$ cat src/logic/usbgc_pkg.sv
// Shared constants, field layouts and carrier types for the USB global control
package usbgc_pkg;

  // ---------------------------------------------------------------
  // Sizes
  // ---------------------------------------------------------------
  localparam int ADDR_W    = 12;
  localparam int EP_COUNT  = 7;
  localparam int DMA_COUNT = 6;
  localparam int FRAME_W   = 11;

  // ---------------------------------------------------------------
  // Register byte offsets
  // ---------------------------------------------------------------
  localparam logic [11:0] OFS_IRQ_EN    = 12'h010;
  localparam logic [11:0] OFS_EN_CLR    = 12'h014;
  localparam logic [11:0] OFS_EN_SET    = 12'h018;
  localparam logic [11:0] OFS_EP_CTRL   = 12'h01C;
  localparam logic [11:0] OFS_FRAME     = 12'h020;
  localparam logic [11:0] OFS_EP_CFG    = 12'h100;
  localparam logic [11:0] EP_CFG_SPAN   = 12'h01C;
  localparam int          CFG_IDX_LSB   = 2;

  // ---------------------------------------------------------------
  // Enable word layout
  // ---------------------------------------------------------------
  localparam logic [31:0] IRQ_EN_MASK   = 32'h7E07_F07D;
  localparam logic [31:0] IRQ_EN_RESET  = 32'h0000_0000;
  localparam int BIT_SUSPEND     = 0;
  localparam int BIT_FRAME_START = 2;
  localparam int BIT_RESET_END   = 3;
  localparam int BIT_WAKE        = 4;
  localparam int BIT_RESUME_END  = 5;
  localparam int BIT_UPSTREAM    = 6;
  localparam int EP_IRQ_LSB      = 12;
  localparam int DMA_IRQ_LSB     = 25;

  // ---------------------------------------------------------------
  // Endpoint control, frame and configuration layouts
  // ---------------------------------------------------------------
  localparam int EPEN_LSB      = 0;
  localparam int EPRST_LSB     = 16;
  localparam int FRAME_LSB     = 3;
  localparam int FRAME_CRC_BIT = 15;
  localparam int MEMORY_ALLOCATE_BIT     = 1;
  localparam int BANKS_LSB     = 2;
  localparam int SIZE_LSB      = 4;
  localparam int DIR_BIT       = 8;
  localparam int AUTO_BANK_SWITCH_BIT    = 9;
  localparam int TYPE_LSB      = 12;

  // Field encodings
  localparam logic [1:0]  BANKS_RESERVED = 2'h3;
  localparam logic [1:0]  TYPE_CONTROL   = 2'h0;
  localparam logic [1:0]  TYPE_ISO       = 2'h1;
  localparam logic [1:0]  TYPE_BULK      = 2'h2;
  localparam logic [1:0]  TYPE_INTERRUPT = 2'h3;
  localparam logic [10:0] BANK_MIN_BYTES = 11'h008;

  // ---------------------------------------------------------------
  // Carrier types
  // ---------------------------------------------------------------
  typedef struct packed {
    logic suspend;
    logic frame_start;
    logic reset_end;
    logic wake;
    logic resume_end;
    logic upstream_resume;
  } usbgc_evt_t;

  typedef struct packed {
    logic               valid;
    logic               crc_bad;
    logic [FRAME_W-1:0] frame;
  } usbgc_sof_t;

  typedef struct packed {
    logic [1:0] transfer_type;
    logic       auto_bank_switch;
    logic       transfer_direction;
    logic [2:0] bank_size;
    logic [1:0] bank_count;
    logic       memory_allocate;
  } usbgc_cfg_t;

  typedef struct packed {
    logic [1:0]  banks;
    logic [10:0] bytes;
    logic        is_control;
  } usbgc_geom_t;

  // Register word to configuration fields
  function automatic usbgc_cfg_t usbgc_cfg_unpack(input logic [31:0] w);
    usbgc_cfg_t c;
    c.memory_allocate    = w[MEMORY_ALLOCATE_BIT];
    c.bank_count         = w[BANKS_LSB +: 2];
    c.bank_size          = w[SIZE_LSB +: 3];
    c.transfer_direction = w[DIR_BIT];
    c.auto_bank_switch   = w[AUTO_BANK_SWITCH_BIT];
    c.transfer_type      = w[TYPE_LSB +: 2];
    return c;
  endfunction : usbgc_cfg_unpack

  // Configuration fields to register word, reserved bits zero
  function automatic logic [31:0] usbgc_cfg_pack(input usbgc_cfg_t c);
    logic [31:0] w;
    w                  = '0;
    w[MEMORY_ALLOCATE_BIT]       = c.memory_allocate;
    w[BANKS_LSB +: 2]  = c.bank_count;
    w[SIZE_LSB +: 3]   = c.bank_size;
    w[DIR_BIT]         = c.transfer_direction;
    w[AUTO_BANK_SWITCH_BIT]      = c.auto_bank_switch;
    w[TYPE_LSB +: 2]   = c.transfer_type;
    return w;
  endfunction : usbgc_cfg_pack

endpackage : usbgc_pkg

$ cat src/logic/usbgc_top.sv
// USB device global control: enables, frame capture, endpoint control
//
// How it works
// - Upstream-resume enable follows its set/clear strobes
// - Endpoint 0-6 enables change only via strobes
// - DMA 1-6 enables change only via strobes
// - Clear register clears ones, reads zero
// - Set register sets ones, reads zero
// - Bus-event enables at bits 0,2,3,4,5,6
// - Endpoints bits 12-18, DMA bits 25-30
// - Capture 11-bit frame, zero on bus reset
// - Frame updates even on corrupted SOF
// - CRC error flag with SOF, bus reset clears
// - Disabled endpoint ignores host, geometry kept
// - FIFO reset bit halts endpoint, bus-reset cleared
// - Toggle cleared only by its reset control
// - Config words at 0x100 plus 4 each
// - Bus event interrupts only while enabled
// - Size code gives 8 bytes doubled per step
// - Bank code gives 1,2,3 banks; 3 reserved
// - Type code: control, iso, bulk, interrupt
`timescale 1ns/1ns
module usbgc_top (
  input  wire logic                            core_clk,
  input  wire logic                            reset,
  input  wire logic                            psel,
  input  wire logic                            penable,
  input  wire logic                            pwrite,
  input  wire logic [usbgc_pkg::ADDR_W-1:0]    paddr,
  input  wire logic [31:0]                     pwdata,
  output logic      [31:0]                     prdata,
  output logic                                 pready,
  output logic                                 pslverr,
  input  wire usbgc_pkg::usbgc_evt_t           bus_event,
  input  wire logic [usbgc_pkg::EP_COUNT-1:0]  endpoint_irq,
  input  wire logic [usbgc_pkg::DMA_COUNT-1:0] dma_channel_irq,
  input  wire usbgc_pkg::usbgc_sof_t           sof_in,
  input  wire logic                            usb_bus_reset,
  input  wire logic [usbgc_pkg::EP_COUNT-1:0]  toggle_advance,
  input  wire logic [usbgc_pkg::EP_COUNT-1:0]  toggle_reset,
  output logic                                 usb_irq,
  output logic [usbgc_pkg::FRAME_W-1:0]        frame_count,
  output logic                                 frame_crc_error,
  output logic [usbgc_pkg::EP_COUNT-1:0]       endpoint_active,
  output logic [usbgc_pkg::EP_COUNT-1:0]       endpoint_fifo_reset,
  output logic [usbgc_pkg::EP_COUNT-1:0]       endpoint_ready,
  output logic [usbgc_pkg::EP_COUNT-1:0]       toggle_sequence,
  output usbgc_pkg::usbgc_cfg_t [usbgc_pkg::EP_COUNT-1:0] ep_cfg,
  output usbgc_pkg::usbgc_geom_t [usbgc_pkg::EP_COUNT-1:0] ep_geom
);

  // ---------------------------------------------------------------
  // Bus decode
  // ---------------------------------------------------------------
  logic        setup_phase;
  logic        wr;
  logic [11:0] cfg_ofs;
  logic [2:0]  cfg_idx;
  logic        cfg_hit;
  logic [31:0] next_prdata;
  logic        next_slverr;
  logic [31:0] irq_en;
  logic [31:0] event_word;

  // Setup cycle starts a transfer; write lands at the access edge
  assign setup_phase = psel & ~penable;
  assign wr          = psel & penable & pready & pwrite & ~pslverr;

  // Endpoint configuration window, word aligned only
  assign cfg_ofs = paddr - usbgc_pkg::OFS_EP_CFG;
  assign cfg_idx = cfg_ofs[usbgc_pkg::CFG_IDX_LSB +: 3];
  assign cfg_hit = (paddr >= usbgc_pkg::OFS_EP_CFG) &&
                   (cfg_ofs < usbgc_pkg::EP_CFG_SPAN) &&
                   (cfg_ofs[1:0] == 2'h0);

  // Read data chosen during setup, registered for the access cycle
  always_comb begin
    next_prdata = '0;
    next_slverr = 1'b0;
    if (paddr == usbgc_pkg::OFS_IRQ_EN) begin
      next_prdata = irq_en;
    end else if (paddr == usbgc_pkg::OFS_EN_CLR ||
                 paddr == usbgc_pkg::OFS_EN_SET) begin
      next_prdata = '0;
    end else if (paddr == usbgc_pkg::OFS_EP_CTRL) begin
      next_prdata[usbgc_pkg::EPEN_LSB +: usbgc_pkg::EP_COUNT] =
        endpoint_active;
      next_prdata[usbgc_pkg::EPRST_LSB +: usbgc_pkg::EP_COUNT] =
        endpoint_fifo_reset;
    end else if (paddr == usbgc_pkg::OFS_FRAME) begin
      next_prdata[usbgc_pkg::FRAME_LSB +: usbgc_pkg::FRAME_W] =
        frame_count;
      next_prdata[usbgc_pkg::FRAME_CRC_BIT] = frame_crc_error;
    end else if (cfg_hit) begin
      next_prdata = usbgc_pkg::usbgc_cfg_pack(ep_cfg[cfg_idx]);
    end else begin
      next_slverr = 1'b1;
    end
  end

  // APB answer: one registered wait-free access cycle per transfer
  always_ff @(posedge core_clk) begin
    if (reset) begin
      pready  <= 1'b0;
      pslverr <= 1'b0;
      prdata  <= '0;
    end else begin
      pready  <= setup_phase;
      pslverr <= setup_phase & next_slverr;
      prdata  <= setup_phase ? next_prdata : '0;
    end
  end

  // ---------------------------------------------------------------
  // Interrupt enables
  // ---------------------------------------------------------------
  // Flag word laid out like the enable word so one AND gates them all
  always_comb begin
    event_word = '0;
    event_word[usbgc_pkg::BIT_SUSPEND]     = bus_event.suspend;
    event_word[usbgc_pkg::BIT_FRAME_START] = bus_event.frame_start;
    event_word[usbgc_pkg::BIT_RESET_END]   = bus_event.reset_end;
    event_word[usbgc_pkg::BIT_WAKE]        = bus_event.wake;
    event_word[usbgc_pkg::BIT_RESUME_END]  = bus_event.resume_end;
    event_word[usbgc_pkg::BIT_UPSTREAM]    = bus_event.upstream_resume;
    event_word[usbgc_pkg::EP_IRQ_LSB +: usbgc_pkg::EP_COUNT] =
      endpoint_irq;
    event_word[usbgc_pkg::DMA_IRQ_LSB +: usbgc_pkg::DMA_COUNT] =
      dma_channel_irq;
  end

  // Strobe writes are the only path; zeros leave enables alone
  always_ff @(posedge core_clk) begin
    if (reset) begin
      irq_en <= usbgc_pkg::IRQ_EN_RESET;
    end else if (wr && paddr == usbgc_pkg::OFS_EN_CLR) begin
      irq_en <= irq_en & ~pwdata;
    end else if (wr && paddr == usbgc_pkg::OFS_EN_SET) begin
      irq_en <= (irq_en | pwdata) & usbgc_pkg::IRQ_EN_MASK;
    end
  end

  // Registered so the output is glitch free at the cost of a cycle
  always_ff @(posedge core_clk) begin
    if (reset) begin
      usb_irq <= 1'b0;
    end else begin
      usb_irq <= |(event_word & irq_en);
    end
  end

  // ---------------------------------------------------------------
  // Frame number capture
  // ---------------------------------------------------------------
  // Corrupt frames still update the count; the flag says so
  always_ff @(posedge core_clk) begin
    if (reset || usb_bus_reset) begin
      frame_count     <= '0;
      frame_crc_error <= 1'b0;
    end else if (sof_in.valid) begin
      frame_count     <= sof_in.frame;
      frame_crc_error <= sof_in.crc_bad;
    end
  end

  // ---------------------------------------------------------------
  // Endpoint enable and FIFO reset
  // ---------------------------------------------------------------
  // Bus reset beats a same-cycle software write to the FIFO reset bits; enables still take the write
  always_ff @(posedge core_clk) begin
    if (reset) begin
      endpoint_active     <= '0;
      endpoint_fifo_reset <= '0;
    end else begin
      if (wr && paddr == usbgc_pkg::OFS_EP_CTRL) begin
        endpoint_active <=
          pwdata[usbgc_pkg::EPEN_LSB +: usbgc_pkg::EP_COUNT];
        endpoint_fifo_reset <=
          pwdata[usbgc_pkg::EPRST_LSB +: usbgc_pkg::EP_COUNT];
      end
      if (usb_bus_reset) begin
        endpoint_fifo_reset <= '0;
      end
    end
  end

  // Host traffic accepted only when enabled and out of FIFO reset
  always_ff @(posedge core_clk) begin
    if (reset) begin
      endpoint_ready <= '0;
    end else begin
      endpoint_ready <= endpoint_active & ~endpoint_fifo_reset;
    end
  end

  // Toggle survives endpoint disable and FIFO reset on purpose
  always_ff @(posedge core_clk) begin
    if (reset) begin
      toggle_sequence <= '0;
    end else begin
      toggle_sequence <= (toggle_sequence ^ toggle_advance) &
                         ~toggle_reset;
    end
  end

  // ---------------------------------------------------------------
  // Endpoint configuration, one slice per endpoint
  // ---------------------------------------------------------------
  for (genvar ep = 0; ep < usbgc_pkg::EP_COUNT; ep++) begin : g_ep
    logic cfg_wr;
    assign cfg_wr = wr && cfg_hit && (cfg_idx == 3'(ep));

    // Disable or FIFO reset drops the automatic switch only
    always_ff @(posedge core_clk) begin
      if (reset) begin
        ep_cfg[ep] <= '0;
      end else begin
        if (usb_bus_reset) begin
          // Endpoint 0 keeps its memory layout across bus reset
          if (ep != 0) begin
            ep_cfg[ep].memory_allocate <= 1'b0;
            ep_cfg[ep].bank_count      <= '0;
            ep_cfg[ep].bank_size       <= '0;
          end
          ep_cfg[ep].transfer_direction <= 1'b0;
          ep_cfg[ep].transfer_type      <= '0;
        end else if (cfg_wr) begin
          ep_cfg[ep] <= usbgc_pkg::usbgc_cfg_unpack(pwdata);
        end
        if (usb_bus_reset || !endpoint_active[ep] ||
            endpoint_fifo_reset[ep]) begin
          ep_cfg[ep].auto_bank_switch <= 1'b0;
        end
      end
    end

    // Decoded geometry for the FIFO allocator
    always_ff @(posedge core_clk) begin
      if (reset) begin
        ep_geom[ep] <= '0;
      end else begin
        ep_geom[ep].banks <=
          (ep_cfg[ep].bank_count == usbgc_pkg::BANKS_RESERVED) ?
          2'h0 : ep_cfg[ep].bank_count + 2'h1;
        ep_geom[ep].bytes <=
          usbgc_pkg::BANK_MIN_BYTES << ep_cfg[ep].bank_size;
        ep_geom[ep].is_control <=
          ep_cfg[ep].transfer_type == usbgc_pkg::TYPE_CONTROL;
      end
    end
  end
endmodule : usbgc_top

$ cat config.mk
export PLATFORM = sky130hd
export DESIGN_NAME = usbgc_top
export DESIGN_NICKNAME = d
export VERILOG_FILES = /design/src/logic/usbgc_pkg.sv /design/src/logic/usbgc_top.sv
export SDC_FILE = /design/constraint.sdc
export NUM_CORES = 1
export LEC_CHECK = 0
export BUFFER_PORTS_ARGS = -buffer_cell sky130_fd_sc_hd__clkbuf_2
export CAP_MARGIN = 10
export CORE_MARGIN = 3
export CORE_UTILIZATION = 54
export CTS_CLUSTER_DIAMETER = 150
export CTS_CLUSTER_SIZE = 8
export DETAILED_ROUTE_END_ITERATION = 10
export PLACE_DENSITY = 0.85
export SYNTH_ARGS = -nofsm -noshare
export SYNTH_HDL_FRONTEND = slang
export SYNTH_SLANG_ARGS = --single-unit
$ cat constraint.sdc
create_clock -name core_clk -period 5.45 [get_ports core_clk]
set_clock_uncertainty 0.05 [all_clocks]
set_input_delay 1.09 -clock core_clk [delete_from_list [all_inputs] [get_ports core_clk]]
set_output_delay 1.09 -clock core_clk [all_outputs]
set_load 0.01 [all_outputs]
==> run_results.csv <==
group,metric,value,unit
run_status,outcome,"finished clean",
finish,final_core_util,69.4,%
finish,fin_nets,1459,
synth,ys_seq_area_share,49.9,%
synth,synthAdderAreaFrac,0.860,%
clock_network,cts_max_level,2,
synth,synth.area.top_cells,"dfxtp_1 50%, a21oi_1 5.0%, nand3_1 3.6%",
synth,yosys_most_used_dff,"dfxtp_1",
global_routing,grt_first_pass_wirelength,52000,um
power,power_density,322,mW/mm2
finish,syn_to_final_growth,24.5,%
synth,synth_compound_area_share,17.6,%
global_routing,grt_pass1_vias,9450,
power,p_comb_share,4.9,%
clock_network,clock_latency,0.51,ns
synth,synthXorXnorAreaFrac,0.602,%
timing,final-hold-violation-count,0,
timing,period_share,60.1,%
clock_network,cts_made_buffers,37,
floorplan,io-pin-count,339,
floorplan,die_h,143,um
place,io_buffers,317,
power,p_sw_share,22.1,%
power,leakage,5.14,nW
timing,tightest_slew,1.10,ns
global_routing,grt_start_max_net_pins,72,
synth,synth_top_area_share,49.9,%
setup_path,cp.arrival,3.66,ns
floorplan,fp-row-count,49,
synth,yosys-mux-area-fraction,5.36,%
synth,syn-instance-count,1088,
synth,synth-simple-area-share,19.8,%
global_routing,gr-total-overflow,0,
floorplan,dieArea,0.0205,mm2
clock_network,cts_tree,"yes",
finish,antenna_cells,0,
clock_network,cts_root_buf,"clkbuf_16",
floorplan,core,0.0183,mm2
synth,synth_edf_count,0,
clock_network,clock_path_buffers,3,
drt,drc_errors,0,
drt,ant_nets,0,
timing,period_needed,3.27,ns
timing,slew_violations,0,
timing,fin_ws,2.18,ns
finish,drive_gt1_share,28.9,%
synth,synth_top_family_by_area,"simple AND/OR/NAND/NOR gates",
floorplan,initial_core_util,55.7,%
job,maxCapViolations,0,
synth,syn_area,0.0102,mm2
power,power.switching,0.901,mW
timing,hold_slack,0.408,ns
power,finalPower,4.08,mW
power,p_int,3.18,mW
timing,setup_violations,0,
synth,yosysWarnings,0,
setup_path,cp.required,5.84,ns
clock_network,cts.clk_slew.worst_paths,0.05,ns
synth,synth.distinct_cells,53,
floorplan,die_x,143,um
power,power.share.sequential,46.2,%
synth,ys_ff_latch,254,
setup_path,criticalPathCategory,"primary input to flop",
timing,slew_headroom,26.9,%
place,hpwl,23000,um
synth,synth_most_common_cell,"dfxtp_1",
clock_network,post_cts_buffers,0,
setup_path,cp-end-kind,"flop",
synth,ys_async_sr_fraction,0,%
setup_path,cp_max_fo,26,
clock_network,postCtsHoldBufs,0,
synth,synth_top_area_cell,"dfxtp_1",
clock_network,clock-sinks,254,
timing,rsz0062_at_grt,"no",
setup_path,startpoint_type,"primary input",
drt,dr.first_iter.drc_count,1430,
timing,tns,0,ns
drt,vias_per_cell,6.34,
drt,dr_total_vias,10100,
synth,syn_area_per_cell,9.36,um2
power,ir_drop,0.000217,V
power,clkPwrFrac,48.9,%
drt,wl,34500,um
drt,wl_per_cell,21.7,um
place,gp_congestion,0.958,
worst_hold_path,hp-class,"flop to flop",
synth,synth_common_cells,"254 x dfxtp_1, 101 x a21oi_1, 77 x clkbuf_1",
global_routing,grtUsageTotal,31.8,%
timing,max_clock_freq,306,MHz
global_routing,grt_antenna_before_repair,0,
clock_network,cts_resized,0,
place,preCtsSetupSlack,1.83,ns
finish,nFillCells,1443,
drt,dr.pass1.iters,5,
## area by class of cell
class / instances / area, um2 / area share (%)
clock inverters: 1 / 16.3 / 0.128
inverters: 6 / 22.5 / 0.178
well taps: 229 / 287 / 2.26
flip-flops and latches: 254 / 5080 / 40.1
multi-input cells: 726 / 4600 / 36.3
repair buffers: 331 / 1690 / 13.4
clock buffers: 39 / 965 / 7.61
## cells by family after synthesis
| kind of cell | after synthesis |
|---|---|
| adder cells (fa/ha/maj) | 7 |
| buffers and inverters | 128 |
| AO/OA/AOI/OAI | 294 |
| XOR/XNOR | 7 |
| multiplexers | 42 |
| AND/OR/NAND/NOR | 355 |
| flip-flops | 254 |
| other | 1 |
## state kept, by name (all words and copies together) (netlist names), named ones only
name	cells
ep_geom	77
ep_cfg	70
prdata	32
irq_en	13
frame_count	11
endpoint_active	7
endpoint_fifo_reset	7
endpoint_ready	7
toggle_sequence	7
frame_crc_error	1
pready	1
pslverr	1
usb_irq	1
## per-stage QoR
stage / cell area [um2] / instances
after CTS: 12700 / 1586
after detailed placement: 11700 / 1546
after global placement: 11700 / 1546
after floorplan: 10300 / 1108
final: 12700 / 1586
after global routing: 12700 / 1586
## routing by layer
layer	routed length (um)	GRT usage (%)	part of all wire [%]
met1	13200	41.9	38
met2	15800	50.3	46
met3	3840	7.32	11
met4	1630	14.2	4.7
met5	0	0	0
## layout by cell type (no fill, tap or decap), drive strengths merged, types with 12 or more instances in the layout
master and n:
and3 15, conb 21, nor4 22, nor3b 27, nand3 74, mux2i 32
nand4 33, clkbuf 355, nor3 54, a21oi 101, buf 15, a22o 12
nand2b 22, o31ai 28, nor2 40, and2 18, nand2 27, dfxtp 254
a31oi 19, o21ai 73, a22oi 14
## critical path, stage by stage
cell      delay (ns)
clkbuf_2        0.59
buf_4           0.41
nor2b_1         0.17
buf_4           0.23
nor4b_2         0.80
nand3_1         0.17
a21oi_1         0.18
## power groups by stage
stage	Combinational (mW)	Sequential [mW]	Clock [mW]
2_1_floorplan	0.114	1.93	0
3_3_place_gp	0.190	1.92	0
3_5_place_dp	0.193	1.92	0
4_1_cts	0.195	1.88	2.00
5_1_grt	0.212	1.88	2.08
6_report	0.200	1.88	1.99
## path summary, 6_finish.rpt
path	startpoint	end	slack, ns	depth (start not counted)
min reg2reg	irq_en[31]$_SDFFE_PP0P_	prdata[31]$_SDFF_PP0_	0.41	1
max reg2reg	pslverr$_SDFF_PP0_	flop	3.40	6
max	paddr[2]	ep_cfg[16]$_SDFFE_PP0P_	2.18	7
min	irq_en[31]$_SDFFE_PP0P_	prdata[31]$_SDFF_PP0_	0.41	1
No activity file was read; power rests on OpenSTA's default activity.
